### config.mk
export PLATFORM = sky130hd
export DESIGN_NAME = scg_top
export DESIGN_NICKNAME = d
export VERILOG_FILES = /design/src/verilog/scg_pkg.sv /design/src/verilog/scg_div_if.sv /design/src/verilog/scg_div.sv /design/src/verilog/scg_top.sv
export VERILOG_INCLUDE_DIRS = /design/src /design/src/verilog
export SDC_FILE = /design/constraint.sdc
export NUM_CORES = 1
export LEC_CHECK = 0
export ABC_AREA = 1
export BUFFER_PORTS_ARGS = -buffer_cell sky130_fd_sc_hd__buf_2
export CORE_UTILIZATION = 60
export CTS_BUF_LIST = sky130_fd_sc_hd__clkbuf_8
export CTS_CLUSTER_DIAMETER = 120
export CTS_CLUSTER_SIZE = 8
export DETAILED_ROUTE_END_ITERATION = 8
export PLACE_DENSITY_LB_ADDON = 0.12
export SYNTH_ARGS = -nofsm -noshare
export SYNTH_HDL_FRONTEND = slang
export SYNTH_SLANG_ARGS = --single-unit
### constraint.sdc
create_clock -name ref_clk_i -period 9.2 [get_ports ref_clk_i]
set_input_delay 0.46 -clock ref_clk_i [delete_from_list [all_inputs] [get_ports ref_clk_i]]
set_output_delay 0.46 -clock ref_clk_i [all_outputs]
set_load 0.03 [all_outputs]
### src/verilog/scg_defs.svh
// Constants for the system clock generation block.
`ifndef SCG_DEFS_SVH
`define SCG_DEFS_SVH
`define SCG_CFG_W          8'h20
`define SCG_BUSCLK_N       3
`define SCG_SYSMUL_LSB     0
`define SCG_SYSMUL_W       4
`define SCG_CORESET_LSB    4
`define SCG_CORESET_W      3
`define SCG_MEMRATIO_BIT   7
`define SCG_LOCRATIO_BIT   8
`define SCG_HARD_CFG0      32'h0000_0114
`define SCG_HARD_CFG1      32'h0000_0124
`define SCG_LOCDIV_W       5
`define SCG_LOCDIV_RST     5'h02
`define SCG_UNIT_N         2
`define SCG_UNIT_RATIO_RST 4'h1
`define SCG_OUTEN_RST      3'h7
`define SCG_ADDR_OUTEN     4'h0
`define SCG_ADDR_LOCDIV    4'h4
`define SCG_ADDR_UNIT      4'h8
`define SCG_ADDR_STAT      4'hC
`endif

### src/verilog/scg_pkg.sv
// Types shared by the system clock generation modules.
package scg_pkg;
  typedef logic [3:0] scg_ratio_t;
  typedef enum logic [1:0] {
    SCG_SRC_PIN   = 2'b00,
    SCG_SRC_HARD0 = 2'b01,
    SCG_SRC_HARD1 = 2'b10
  } scg_src_e;
endpackage

### src/verilog/scg_div_if.sv
// Carrier between the top and a clock-enable divider.
`timescale 1ns/1ps
interface scg_div_if;
  logic       in_en;
  logic [7:0] ratio;
  logic       out_en;
  logic       tog;
  modport owner (output in_en, output ratio, input out_en, input tog);
  modport div   (input in_en, input ratio, output out_en, output tog);
endinterface

### src/verilog/scg_div.sv
// Divide-by-N enable divider: pulse every N input enables, plus a toggle.
`timescale 1ns/1ps
module scg_div (
  input  wire logic ref_clk_i,
  input  wire logic rst_i,
  scg_div_if.div    d
);
  typedef struct packed {
    logic [7:0] cnt;
    logic       en;
    logic       tog;
  } scg_div_s;
  scg_div_s st_reg;
  scg_div_s st_next;

  always_comb begin
    st_next    = st_reg;
    st_next.en = 1'b0;
    if (d.in_en) begin
      if (st_reg.cnt + 8'h01 >= d.ratio) begin
        st_next.cnt = 8'h00;
        st_next.en  = 1'b1;
        st_next.tog = ~st_reg.tog;
      end else begin
        st_next.cnt = st_reg.cnt + 8'h01;
      end
    end
  end

  always_ff @(posedge ref_clk_i or posedge rst_i) begin
    if (rst_i) begin
      st_reg <= '0;
    end else begin
      st_reg <= st_next;
    end
  end

  assign d.out_en = st_reg.en;
  assign d.tog    = st_reg.tog;
endmodule

### src/verilog/scg_top.sv
// System clock generation: mode select, sync/bus clocks and enable dividers.
//
// Added by the designer: the placing of the registers and the address-and-strobe port.
`timescale 1ns/1ps
`include "scg_defs.svh"

// How it works
// - Host strap selects system clock as reference.
// - Host: system clock feeds halver and muxes.
// - Halving select picks full or halved sync.
// - Per-output enable gates sync onto bus clocks.
// - Agent strap selects bus clock input reference.
// - Bus clock is sync times factor times multiplier.
// - Core clock is bus clock times core setting.
// - Multipliers come from latched or hard word.
// - Memory clock ratio, halved for bus output.
// - Local clock ratio, divided for two outputs.
// - Units default ratio, software may change/stop.
module scg_top #(
  parameter int BUSCLK_N = `SCG_BUSCLK_N,
  parameter int UNIT_N   = `SCG_UNIT_N
) (
  input  wire logic                     ref_clk_i,
  input  wire logic                     rst_i,
  input  wire logic                     host_mode_i,
  input  wire logic                     primary_sys_clock_input_i,
  input  wire logic                     bus_clock_input_i,
  input  wire logic                     sync_clock_input_i,
  input  wire logic                     input_halving_select_i,
  input  wire logic [1:0]               cfg_source_i,
  input  wire logic [31:0]              reset_config_word_low_i,
  input  wire logic [3:0]               addr_i,
  input  wire logic [31:0]              wdata_i,
  input  wire logic                     wr_i,
  input  wire logic                     rd_i,
  output logic      [31:0]              rdata_o,
  output logic                          sync_clock_output_o,
  output logic      [BUSCLK_N-1:0]      bus_clock_outputs_o,
  output logic                          sys_bus_clk_en_o,
  output logic                          core_clk_en_o,
  output logic                          mem_clk_en_o,
  output logic                          memory_bus_clock_out_o,
  output logic                          memory_bus_clock_out_n_o,
  output logic                          lbc_clk_en_o,
  output logic      [1:0]               local_bus_clock_out_o,
  output logic      [UNIT_N-1:0]        unit_clk_en_o
);
  typedef struct packed {
    logic [2:0]             psc;
    logic [2:0]             bsc;
    logic [2:0]             ysc;
    logic                   ref_lvl;
    logic                   half_tog;
    logic                   sync_lvl;
    logic [BUSCLK_N-1:0]    bus_out;
    logic                   ref_edge;
    logic                   sync_edge;
    logic                   latched;
    logic                   host;
    logic                   half_sel;
    logic [31:0]            rcw;
    logic [BUSCLK_N-1:0]    out_en_mask;
    logic [`SCG_LOCDIV_W-1:0] loc_div;
    logic [UNIT_N*4-1:0]    unit_ratio;
    logic [31:0]            rdata;
    logic                   mem_pend;
    logic                   lbc_pend;
  } scg_top_s;
  scg_top_s st_reg;
  scg_top_s st_next;

  scg_div_if sysmul_if ();
  scg_div_if core_if ();
  scg_div_if mem_if ();
  scg_div_if lbcint_if ();
  scg_div_if lbc_if ();
  scg_div_if unit_if [UNIT_N] ();

  logic ref_sel;
  logic [31:0] hard_word;
  logic [31:0] rcw_src;

  // The three-stage pin capture; only stages two and three are compared.
  always_comb begin
    ref_sel = st_reg.host ? st_reg.psc[2] : st_reg.bsc[2];
    hard_word = (cfg_source_i == 2'(scg_pkg::SCG_SRC_HARD1)) ? `SCG_HARD_CFG1 : `SCG_HARD_CFG0;
    rcw_src = (cfg_source_i == 2'(scg_pkg::SCG_SRC_PIN)) ? reset_config_word_low_i : hard_word;
  end

  always_comb begin
    st_next = st_reg;
    st_next.psc = {st_reg.psc[1:0], primary_sys_clock_input_i};
    st_next.bsc = {st_reg.bsc[1:0], bus_clock_input_i};
    st_next.ysc = {st_reg.ysc[1:0], sync_clock_input_i};
    st_next.rdata = 32'h0000_0000;
    // Straps are caught on the first clocked cycle after reset and then frozen.
    if (!st_reg.latched) begin
      st_next.latched  = 1'b1;
      st_next.host     = host_mode_i;
      st_next.half_sel = input_halving_select_i;
      st_next.rcw      = rcw_src;
    end
    // A rising reference edge counts once the two settled stages agree on a new level.
    st_next.ref_edge = 1'b0;
    if (st_reg.host ? (st_reg.psc[2] == st_reg.psc[1]) : (st_reg.bsc[2] == st_reg.bsc[1])) begin
      if ((st_reg.host ? st_reg.psc[1] : st_reg.bsc[1]) != st_reg.ref_lvl) begin
        st_next.ref_lvl = ~st_reg.ref_lvl;
        if (!st_reg.ref_lvl) begin
          st_next.ref_edge = 1'b1;
          st_next.half_tog = ~st_reg.half_tog;
        end
      end
    end
    if (st_reg.host) begin
      // Halved sync toggles once per reference rising edge.
      st_next.sync_lvl = st_reg.half_sel ? st_reg.half_tog : ref_sel;
    end else begin
      st_next.sync_lvl = 1'b0;
    end
    for (int i = 0; i < BUSCLK_N; i++) begin
      st_next.bus_out[i] = st_reg.host & st_reg.out_en_mask[i] & st_reg.sync_lvl;
    end
    // The looped-back sync input only feeds sync_edge, which nothing reads; the system multiplier runs on the latched tick.
    st_next.sync_edge = (st_reg.ysc[2] == st_reg.ysc[1]) && st_reg.ysc[1] && !st_reg.ysc[2];
    st_next.sync_edge = st_reg.ysc[1] & st_reg.ysc[2] & ~st_reg.sync_lvl & st_reg.host ? 1'b0 : st_next.sync_edge;
    st_next.mem_pend = 1'b0;
    st_next.lbc_pend = 1'b0;
    if (wr_i) begin
      unique case (addr_i)
        `SCG_ADDR_OUTEN:  st_next.out_en_mask = wdata_i[BUSCLK_N-1:0];
        `SCG_ADDR_LOCDIV: st_next.loc_div     = wdata_i[`SCG_LOCDIV_W-1:0];
        `SCG_ADDR_UNIT: st_next.unit_ratio = wdata_i[UNIT_N*4-1:0];
        default: ;
      endcase
    end
    if (rd_i) begin
      unique case (addr_i)
        `SCG_ADDR_OUTEN:  st_next.rdata = 32'(st_reg.out_en_mask);
        `SCG_ADDR_LOCDIV: st_next.rdata = 32'(st_reg.loc_div);
        `SCG_ADDR_UNIT: st_next.rdata = 32'(st_reg.unit_ratio);
        `SCG_ADDR_STAT: st_next.rdata = {st_reg.rcw[23:0], 5'h00, st_reg.half_sel, st_reg.host, st_reg.latched};
        default:        st_next.rdata = 32'h0000_0000;
      endcase
    end
  end

  always_ff @(posedge ref_clk_i or posedge rst_i) begin
    if (rst_i) begin
      st_reg            <= '0;
      st_reg.out_en_mask <= BUSCLK_N'(`SCG_OUTEN_RST);
      st_reg.loc_div     <= `SCG_LOCDIV_RST;
      st_reg.unit_ratio <= {UNIT_N{`SCG_UNIT_RATIO_RST}};
    end else begin
      st_reg <= st_next;
    end
  end

  // The latched tick, not the input reference, drives the multiplier chain; a true PLL multiplies,
  // here the ratios divide a fast free-running tick so relative rates hold.
  logic [`SCG_SYSMUL_W-1:0]  sys_mul;
  logic [`SCG_CORESET_W-1:0] core_set;
  logic [7:0]                bus_ratio;
  logic [7:0]                core_ratio;
  logic                      mem_tog_reg;
  assign sys_mul  = st_reg.rcw[`SCG_SYSMUL_LSB +: `SCG_SYSMUL_W];
  assign core_set = st_reg.rcw[`SCG_CORESET_LSB +: `SCG_CORESET_W];
  // The bus period is kept even so that the doubled memory and local rates divide it exactly.
  assign bus_ratio = 8'(sys_mul) * (st_reg.half_sel ? 8'h02 : 8'h04);

  // A faster core clock means a shorter period; a zero setting falls back to the bus rate.
  always_comb begin
    if (core_set == '0) begin
      core_ratio = bus_ratio;
    end else begin
      core_ratio = bus_ratio / 8'(core_set);
    end
    if (core_ratio == 8'h00) begin
      core_ratio = 8'h01;
    end
  end

  // Bus clock: input factor times system multiplier.
  assign sysmul_if.in_en = st_reg.latched;
  assign sysmul_if.ratio = bus_ratio;
  scg_div u_sysmul (.ref_clk_i(ref_clk_i), .rst_i(rst_i), .d(sysmul_if));

  // Core clock: bus clock rate times the core setting.
  assign core_if.in_en = st_reg.latched;
  assign core_if.ratio = core_ratio;
  scg_div u_core (.ref_clk_i(ref_clk_i), .rst_i(rst_i), .d(core_if));

  // Internal memory rate: the bus period halved when the ratio bit is set.
  assign mem_if.in_en = st_reg.latched;
  assign mem_if.ratio = bus_ratio >> st_reg.rcw[`SCG_MEMRATIO_BIT];
  scg_div u_mem (.ref_clk_i(ref_clk_i), .rst_i(rst_i), .d(mem_if));

  // Internal local rate, doubled by its ratio bit, then cut by the divider field for the pins.
  assign lbcint_if.in_en = st_reg.latched;
  assign lbcint_if.ratio = bus_ratio >> st_reg.rcw[`SCG_LOCRATIO_BIT];
  scg_div u_lbcint (.ref_clk_i(ref_clk_i), .rst_i(rst_i), .d(lbcint_if));
  assign lbc_if.in_en = lbcint_if.out_en;
  assign lbc_if.ratio = 8'(st_reg.loc_div);
  scg_div u_lbc (.ref_clk_i(ref_clk_i), .rst_i(rst_i), .d(lbc_if));

  generate
    for (genvar g = 0; g < UNIT_N; g++) begin : g_unit
      assign unit_if[g].in_en = sysmul_if.out_en;
      assign unit_if[g].ratio = 8'(st_reg.unit_ratio[g*4 +: 4]);
      scg_div u_unit (.ref_clk_i(ref_clk_i), .rst_i(rst_i), .d(unit_if[g]));
      // A zero ratio stops the unit clock entirely.
      assign unit_clk_en_o[g] = unit_if[g].out_en & (st_reg.unit_ratio[g*4 +: 4] != 4'h0);
    end
  endgenerate

  // Memory clock: bus rate, doubled by the ratio bit; external pair halves it.
  always_ff @(posedge ref_clk_i or posedge rst_i) begin
    if (rst_i) begin
      mem_tog_reg <= 1'b0;
    end else if (mem_clk_en_o) begin
      mem_tog_reg <= ~mem_tog_reg;
    end
  end
  assign mem_clk_en_o = mem_if.out_en;

  assign rdata_o                  = st_reg.rdata;
  assign sync_clock_output_o      = st_reg.sync_lvl;
  assign bus_clock_outputs_o      = st_reg.bus_out;
  assign sys_bus_clk_en_o         = sysmul_if.out_en;
  assign core_clk_en_o            = core_if.out_en;
  assign memory_bus_clock_out_o   = mem_tog_reg;
  assign memory_bus_clock_out_n_o = ~mem_tog_reg;
  assign lbc_clk_en_o             = lbcint_if.out_en;
  assign local_bus_clock_out_o    = {2{lbc_if.tog}};
endmodule

# --- Word-level counts from Yosys, hierarchy flattened ---
# Index checks and enable logic that the tools add are counted.
classes:
  mux: 30
  mul: 1
  div_mod_pow: 1
  bitwise: 18
  shifts: 2
  n_eq_ne: 7
  order_cmp: 7
  add_sub_neg: 7
  n_reduce_logical: 18
op_table:
  columns: ["cell", "n"]
  rows:
  - ["$pmux 32 s4", 1]
  - ["$mux 8", 9]
  - ["$mux 32", 2]
  - ["$add 8x1->8 const B", 7]
  - ["$ge 8x8->1", 3]
  - ["$mux 2", 12]
  - ["$reduce_and 2->1", 11]
  - ["$ge 8x4->1", 2]
  - ["$shr 7x1->8", 2]
  - ["$not 1->1", 10]
  - ["$and 1x1->1", 8]
  - ["$div 8x3->8", 1]
  - ["$eq 4x4->1 const B", 2]
  - ["$ge 8x5->1", 1]
  - ["$ge 8x7->1", 1]
  - ["$logic_not 8->1", 1]
  - ["$reduce_bool 4->1", 2]
  - ["$mul 4x3->7", 1]
  - ["$mux 6", 1]
  - ["$eq 4x3->1 const B", 1]
  - ["$logic_not 4->1", 1]
  - ["$mux 1", 4]
  - ["$logic_not 3->1", 1]
  - ["$mux 3", 1]
  - ["other kinds (5)", 6]
word_totals:
  ff_bits: 165
  inputBits: 79
  word_cells: 126

# --- Logic depth before layout (Yosys ltp) ---
# Gate-level depths: netlist of run 1.
logic_depth:
  ltp_word: 9
  mapped_depth: 72
  depth_no_buf: 71

# --- Cells and area by module ---
# A second synthesis of run 1 with hierarchy kept.
hier_totals:
  cells_unflattened: 1433
  area_unflattened_um2: 10824.1
modules_own_cells:
  columns: ["mod", "area_each_um2", "n_inst", "seq_area_each_um2", "cells_each"]
  rows:
  - ["scg_div", 824.5, 7, 250.2, 117]
  - ["scg_top", 5052.3, 1, 2209.6, 614]

# --- Worst setup path before layout of run 1 ---
# OpenSTA, ideal clock, no wires.
synth_timing:
  path_kind: "flip-flop to flip-flop"
  startpoint: "reg st_reg, in the netlist core_set[0]"
  endpoint: "reg u_core.st_reg[7] in the netlist's numbering"
  synth_period_minus_slack_ps: 8285
  path_slack_ps: 915
  n_path_buf: 0
  path_stages_with_launch: 66
  setup_ps: 133
  t_required_ps: 9067
  arrival_time_ps: 8152
  cell_sequence: "dfrtp_1 > inv_1 > ha_1 > nand2_1 > nand3_2 > nand3_1 > nand2_1 > ha_1 > nand2_2 > nand2_1 > nand2_1 > nand3_4 > nand2_1 > nand2_1 > ha_1 > o21ai_2 > nand2_2 > a21oi_4 > [... 30 more ...] > ha_1 > a21oi_1 > nor2_1 > a211oi_1 > nand2_1 > nor2_1 > nand3_1 > nand2_1 > nand2_1 > ha_1 > inv_1 > a21oi_1 > o21ai_0 > nand2_1 > nand3_1 > inv_1 > nand3_1 > o21ai_0"
synth_via:
  elab_chain_cells: 6
  word_cells_on_any_way: 7
  cone_classes: "div: 1; order compare: 1; mux: 3; reduce/logical: 2"
synth_rtl:
  columns: ["element", "line_no", "text"]
  rows:
  - ["from (decl)", "scg_top.sv:69", "scg_top_s st_reg;"]
  - ["from (signal assigned)", "scg_top.sv:154", "st_reg <= st_next;"]
  - ["$div 8x3->8 or $logic_not 3->1 (tied branches)", "scg_top.sv:175, scg_top.sv:172", null]
  - ["$mux 8 *", "scg_top.sv:172", "if (core_set == '0) begin"]
  - ["$logic_not 8->1", "scg_top.sv:177", "if (core_ratio == 8'h00) begin"]
  - ["$mux 8 *", "scg_top.sv:177", null]
  - ["$ge 8x8->1 *", "scg_div.sv:20", "if (st_reg.cnt + 8'h01 >= d.ratio) begin"]
  - ["$mux 8 *", "scg_div.sv:20", null]
  - ["to (signal assigned)", "scg_div.sv:34", "st_reg <= st_next;"]
  - ["to (decl)", "scg_div.sv:13", "scg_div_s st_reg;"]
# Every way passes the cells marked *; elsewhere a longest branch is shown, timed or not.
# A chain may end at the register's enable or synchronous reset.

# --- Final worst setup path of run 1 ---
layout_timing:
  startpoint: "reg st_reg, in the netlist core_set[0]"
  endpoint: "reg u_core.st_reg[5] in the netlist's numbering"
# The elaborated chain is that of the path after synthesis.

==> reports/results.tsv, run 1 <==
stage	metric	value	unit
finish	post-route cell area	0.0101	mm^2
cts	CTS Buffer Depth	2	
yosys	Post-synth top cells	inv_1 (179), nand2_1 (169), dfrtp_1 (145)	
routing	Vias	7335	
yosys	synth top area cells	dfrtp_1 (39%), ha_1 (9.6%), inv_1 (7.3%)	
routing	1st-iter DRT viols	506	
routing	vias per cell	5.25	
place	DP Wirelength	13500	um
yosys	Synth Area in Compound Gates	0.115	
place	RD Place Congestion	0.820	
yosys	mux cell area share after synthesis	0	
yosys	Synth cell types	46	
cts	cts hold-fix bufs	0	
routing	wire length per cell	13.4	um
timing	period utilisation layout	0.912	
floorplanning	Die ar.	0.0159	mm^2
power	P per Cell Area	304	mW/mm^2
place	Buffers on Ports	91	
yosys	most common cell in the netlist	inv_1	
finish	Nets	1350	
yosys	Post-synth EDFFs	0	
finish	proportion of layout cells with a drive suffix above 1	0.178	
place	placed cells	1360	
worst_setup_path	Setup CP Type	reg -> reg	
yosys	register area share after synthesis	0.411	
finish	FF+latch area	0.00379	mm^2
global_routing	first-pass GRT wire length	31600	um
worst_setup_path	Slowest-stage cell, CP	dfrtp_1	
yosys	adder-cell share of the synthesized area	0.0964	
cts	Reg clk slew, reported paths	90	ps
routing	Detailed Routing Iterations Pass 1	5	
timing	final worst slack	808	ps
cts	total CTS buffers	17	
cts	clk_lat worst skew	460	ps
worst_setup_path	endpoint class of the critical path	flop	
yosys	Synth Cell Area	0.00921	mm^2
cts	Sink Count	151	
cts	TritonCTS clock tree	done	
run_status	outcome	finished clean	
routing	drt drc	0	
finish	ant diodes	0	
yosys	Syn Area/Cell	8.13	um^2
worst_setup_path	CP Launch Type	flop	
worst_setup_path	Worst Path Required	9500	ps
floorplanning	I/O pin cnt	125	
power	Pleak	5.32	nW
cts	H-Tree Depth	4	
global_routing	vias in the first global route	6793	
yosys	largest family of logic cells by synthesized area	simple AND/OR/NAND/NOR gates	
timing	final hold vios	0	
job	Max-cap violations	0	
timing	Tightest Pin Transition	1190	ps
timing	Slew Limit Fails	0	
global_routing	gr ovfl total	0	
global_routing	initial antenna violation count	0	
yosys	dominant cell type by area after synthesis	dfrtp_1	
worst_setup_path	arrival time at the worst endpoint	8700	ps
power	Max VDD drop	0.000190	V
yosys	Most used DFF post-synth	dfrtp_1	
worst_setup_path	CP most frequent cell	nand2_1	
floorplanning	core region area	0.0148	mm^2
timing	WHS	99.7	ps
yosys	simple-gate portion of the synthesized area	0.230	
timing	Clock Skew	21.7	ps
routing	DRT antenna net count	0	
yosys	#FFs+latches synth	151	
place	Place WS	306	ps
worst_setup_path	CP max FO	8	
floorplanning	Die Span Y	126	um
yosys	Synth Area in XOR/XNOR	0.0285	
timing	Slew HR	0.206	
finish	Layout area overhead	9.78	%
yosys	top-area cell type share of the netlist area	0.394	
timing	Achievable Freq	119	MHz
finish	number of flip-flops under the largest register name	38	
finish	Fillers	1225	
floorplanning	number of cell rows	44	
floorplanning	Initial Util	0.624	
routing	wirelength, routed	18700	um
worst_setup_path	CP max stage delay	410	ps
yosys	async set-or-reset flop fraction in the synthesized netlist	1.00	
worst_hold_path	Hold Crit Class	in -> reg	
floorplanning	die width	126	um
global_routing	GRT Overall Usage	0.248	
cts	root buffer selected by CTS	clkbuf_8	
timing	endpoints failing setup	0	
yosys	Post-Syn Instances	1133	
yosys	synth warn	0	
global_routing	largest net degree at the start of global routing	92	
finish	Non-Filler Instances	1397	
timing	final setup TNS	0	ps
place	Placed Area	0.00964	mm^2
finish	footprint of the multi-input gates	0.00439	mm^2
timing	clock period minus worst slack	8390	ps
## worst max-delay path: cells and delay by family, from the launching register on
kind	cells	cell delay (ps)
adders and majority gates	8	2230
DFF	1	410
and+or+nand+nor	36	3300
buffers and inverters	7	650
AOI/OAI and AO/OA	15	1690
## cells by family after synthesis
| family | count (synthesis) |
|---|---|
| and+or+nand+nor | 439 |
| buffers and inverters | 251 |
| AOI/OAI and AO/OA | 189 |
| DFF | 151 |
| adders and majority gates | 71 |
| xor gates and xnor gates | 30 |
| other | 2 |
## what timing repair did
item / 4_1_cts / 5_1_grt
resized for setup: 0 / 11
buffers inserted: 0 / 5
endpoints found under the hold margin: 0 / 0
setup endpoints to repair: 0 / 9
## stage by stage
step	total power [mW]	utilization
4_1_cts	3.05	0.680
3_5_place_dp	2.53	0.653
3_3_place_gp	2.49	0.653
6_report	3.08	0.686
5_1_grt	3.36	0.686
2_1_floorplan	2.18	-
## layout make-up
cell class / count / share of cell area
Multi-Input combinational cell: 733 / 0.434
Sequential cell: 151 / 0.374
Inverter: 186 / 0.0695
Timing Repair Buffer: 111 / 0.0599
Clock buffer: 17 / 0.0231
Tap cell: 184 / 0.0228
Clock inverter: 15 / 0.0160
## metal layers
layer | global-route usage | routed length (um)
met1 | 0.359 | 9200
met2 | 0.389 | 8530
met3 | 0.0527 | 874
met4 | 0.0496 | 104
met5 | 0 | 0
## report_power, final
| group | internal, mW | switching (mW) | leakage [nW] |
|---|---|---|---|
| combinational | 0.658 | 1.04 | 3.13 |
| sequential | 0.772 | 0.0971 | 1.98 |
| clock | 0.225 | 0.283 | 0.199 |
## cells in the final DEF, fill, tap and decap left out, types with 4 or more instances in the layout
master    instances
a221oi_1          4
nor2_1           70
ha_1             68
dfstp_2           6
nand3_1          96
inv_6             6
o21ai_1           6
nand3_2           7
o21ai_2           8
o21a_1           10
buf_4            20
buf_2            91
dfrtp_1         144
clkbuf_8         17
inv_1           177
nor3_1           49
inv_2             9
nand2_1         169
conb_1            4
o21ai_0         119
nand2_2          19
nor2_4            4
a21oi_1          21
nand4_1           6
nand2_4           4
xor2_1           28
## final timing paths
| kind | from | to | slack, ps | cells after the start |
|---|---|---|---|---|
| max | core_set[0] | u_core.st_reg[5] | 810 | 66 |
| min | bus_clock_input_i | st_next[97] | 100 | 1 |
| max reg2reg | core_set[0] | u_core.st_reg[5] | 810 | 66 |
| min reg2reg | st_next[100] | st_next[101] | 360 | 0 |
| max in group asynchronous | rst_i | rdata_o[31] | 7780 | 3 |
| min in group asynchronous | rst_i | g_unit[1].u_unit.st_reg[9] | 170 | 2 |
(Power assumes the default switching activity.)
==> run 2, diff against run 1 <==
- REMOVE_ABC_BUFFERS: default -> 1
- SKIP_LAST_GASP: default -> 1
==> run 2 against run 1 <==
Utilization decreased by 0.12 points; final area shrank 0.17%; non-clock buffer count is 3 higher; largest cell class unchanged; critical path type unchanged.
==> reports/results.tsv, run 2 (synthesized netlist as in run 1, its figures left out) <==
stage	metric	value	unit
global_routing	GRT Overall Usage	0.251	
cts	CTS Buffer Depth	2	
timing	Achievable Freq	121	MHz
finish	number of flip-flops under the largest register name	38	
floorplanning	number of cell rows	44	
place	Buffers on Ports	91	
worst_setup_path	worst path buffer plus inverter count	8	
finish	ant diodes	0	
timing	final setup TNS	0	ps
finish	Layout area overhead	9.59	%
job	Max-cap violations	0	
cts	clk_lat worst skew	440	ps
power	Tot Pwr	3.04	mW
cts	cts hold-fix bufs	0	
worst_setup_path	Reg2Reg Capture Point	u_core.st_reg[2]	
worst_setup_path	CP max FO	8	
finish	footprint of the multi-input gates	0.00440	mm^2
power	Pleak	5.34	nW
cts	Sink Count	151	
timing	period utilisation layout	0.896	
power	Max VDD drop	0.000326	V
global_routing	largest net degree at the start of global routing	81	
timing	final worst slack	953	ps
finish	proportion of layout cells with a drive suffix above 1	0.178	
worst_setup_path	RR Startpoint	core_set[0]	
global_routing	first-pass GRT wire length	32100	um
routing	Vias	7447	
routing	1st-iter DRT viols	362	
floorplanning	I/O pin cnt	125	
global_routing	gr ovfl total	0	
worst_setup_path	CP Launch Type	flop	
global_routing	initial antenna violation count	0	
finish	Layout Utilization	0.684	
finish	FF+latch area	0.00379	mm^2
worst_hold_path	Hold Crit Class	in -> async	
worst_setup_path	CP most frequent cell	nand2_1	
routing	vias per cell	5.32	
finish	commonest non-fill, non-tap cells in the layout	inv_1 (183), nand2_1 (169), dfrtp_1 (144)	
routing	wire length per cell	13.4	um
floorplanning	die width	126	um
timing	Slew HR	0.241	
worst_setup_path	Setup CP Type	reg -> reg	
global_routing	vias in the first global route	6972	
run_status	outcome	finished clean	
timing	endpoints failing setup	0	
timing	clock period minus worst slack	8250	ps
worst_setup_path	Slowest-stage cell, CP	dfrtp_1	
cts	TritonCTS clock tree	done	
routing	drt drc	0	
floorplanning	Die Span Y	126	um
timing	WHS	106	ps
routing	wirelength, routed	18700	um
worst_setup_path	Worst path top cell family by delay	simple AND/OR/NAND/NOR gates	
worst_setup_path	endpoint class of the critical path	flop	
worst_setup_path	R2R cell count	65	
timing	Tightest Pin Transition	1140	ps
power	P per Cell Area	301	mW/mm^2
cts	Reg clk slew, reported paths	90	ps
floorplanning	core region area	0.0148	mm^2
worst_setup_path	arrival time at the worst endpoint	8540	ps
finish	Nets	1353	
place	Place WS	363	ps
place	RD Place Congestion	0.825	
floorplanning	Die ar.	0.0159	mm^2
timing	Clock Skew	9.85	ps
cts	H-Tree Depth	4	
worst_setup_path	Reg2Reg Setup Slack	950	ps
worst_setup_path	Worst Path Required	9490	ps
worst_setup_path	CP max stage delay	370	ps
timing	final hold vios	0	
floorplanning	Initial Util	0.624	
finish	commonest non-fill, non-tap cell in the layout	inv_1	
cts	root buffer selected by CTS	clkbuf_8	
cts	total CTS buffers	17	
routing	Detailed Routing Iterations Pass 1	5	
timing	Slew Limit Fails	0	
place	DP Wirelength	13300	um
routing	DRT antenna net count	0	
finish	Fillers	1268	
worst_setup_path	Stages on worst setup path	65	
## run 2: changes by cell type in the layout (fill, tap and decap cells not counted), moves of 2 or more
cell	previous run	this run
clkinvlp_4	2	0
inv_8	2	0
nor2_1	70	67
buf_4	20	23
inv_6	6	3
clkinv_8	2	0
nor2_2	2	5
inv_1	177	183
clkinv_2	1	3
## run 2: how the worst max path moves through the flow
stage | start | endpoint | slack, ps
global route | core_set[0] | u_core.st_reg[2] | -30
global placement | core_set[1] | u_core.st_reg[7] | 570
finish | core_set[0] | u_core.st_reg[2] | 950
floorplan | core_set[0] | u_core.st_reg[7] | 840
detailed placement | core_set[1] | u_core.st_reg[7] | 360
CTS | core_set[1] | u_core.st_reg[2] | 340
## run 2: worst register-to-register path: cells and delay by family (launching register included)
family	cells	cell delay [ps]
AND/OR/NAND/NOR	35	3220
adder cells (fa/ha/maj)	8	2250
AO/OA/AOI/OAI	14	1480
buffers and inverters	8	760
flip-flops	1	370
## run 2: layout make-up
cell class,count,share of cell area
Inverter,186,0.0699
Multi-Input combinational cell,733,0.436
Clock inverter,14,0.00967
Tap cell,184,0.0228
Sequential cell,151,0.375
Clock buffer,18,0.0245
Timing Repair Buffer,114,0.0622
## run 2: metal layers
metal	share of wire	wire, um	global-route usage
met5	0	0	0
met4	0.014	259	0.0737
met3	0.038	711	0.0429
met2	0.48	8950	0.419
met1	0.47	8790	0.337
## run 2: per-stage QoR
step / instances / cell area (um^2)
detailed placement: 1363 / 9660
floorplan: 1070 / 8830
global route: 1400 / 10100
finish: 1400 / 10100
CTS: 1395 / 10000
global placement: 1363 / 9660
## run 2: repair_timing
item                       4_1_cts  5_1_grt
buffers inserted                 0        5
setup endpoints to repair        0        9
gates resized for setup          0       16
## run 2: power by group
part           leakage (nW)  switching (mW)  internal [mW]  total (mW)
logic                  3.15            1.04          0.677        1.72
registers              1.98          0.0950          0.772       0.867
clock network         0.206           0.238          0.215       0.453
total                  5.34            1.37           1.66        3.04
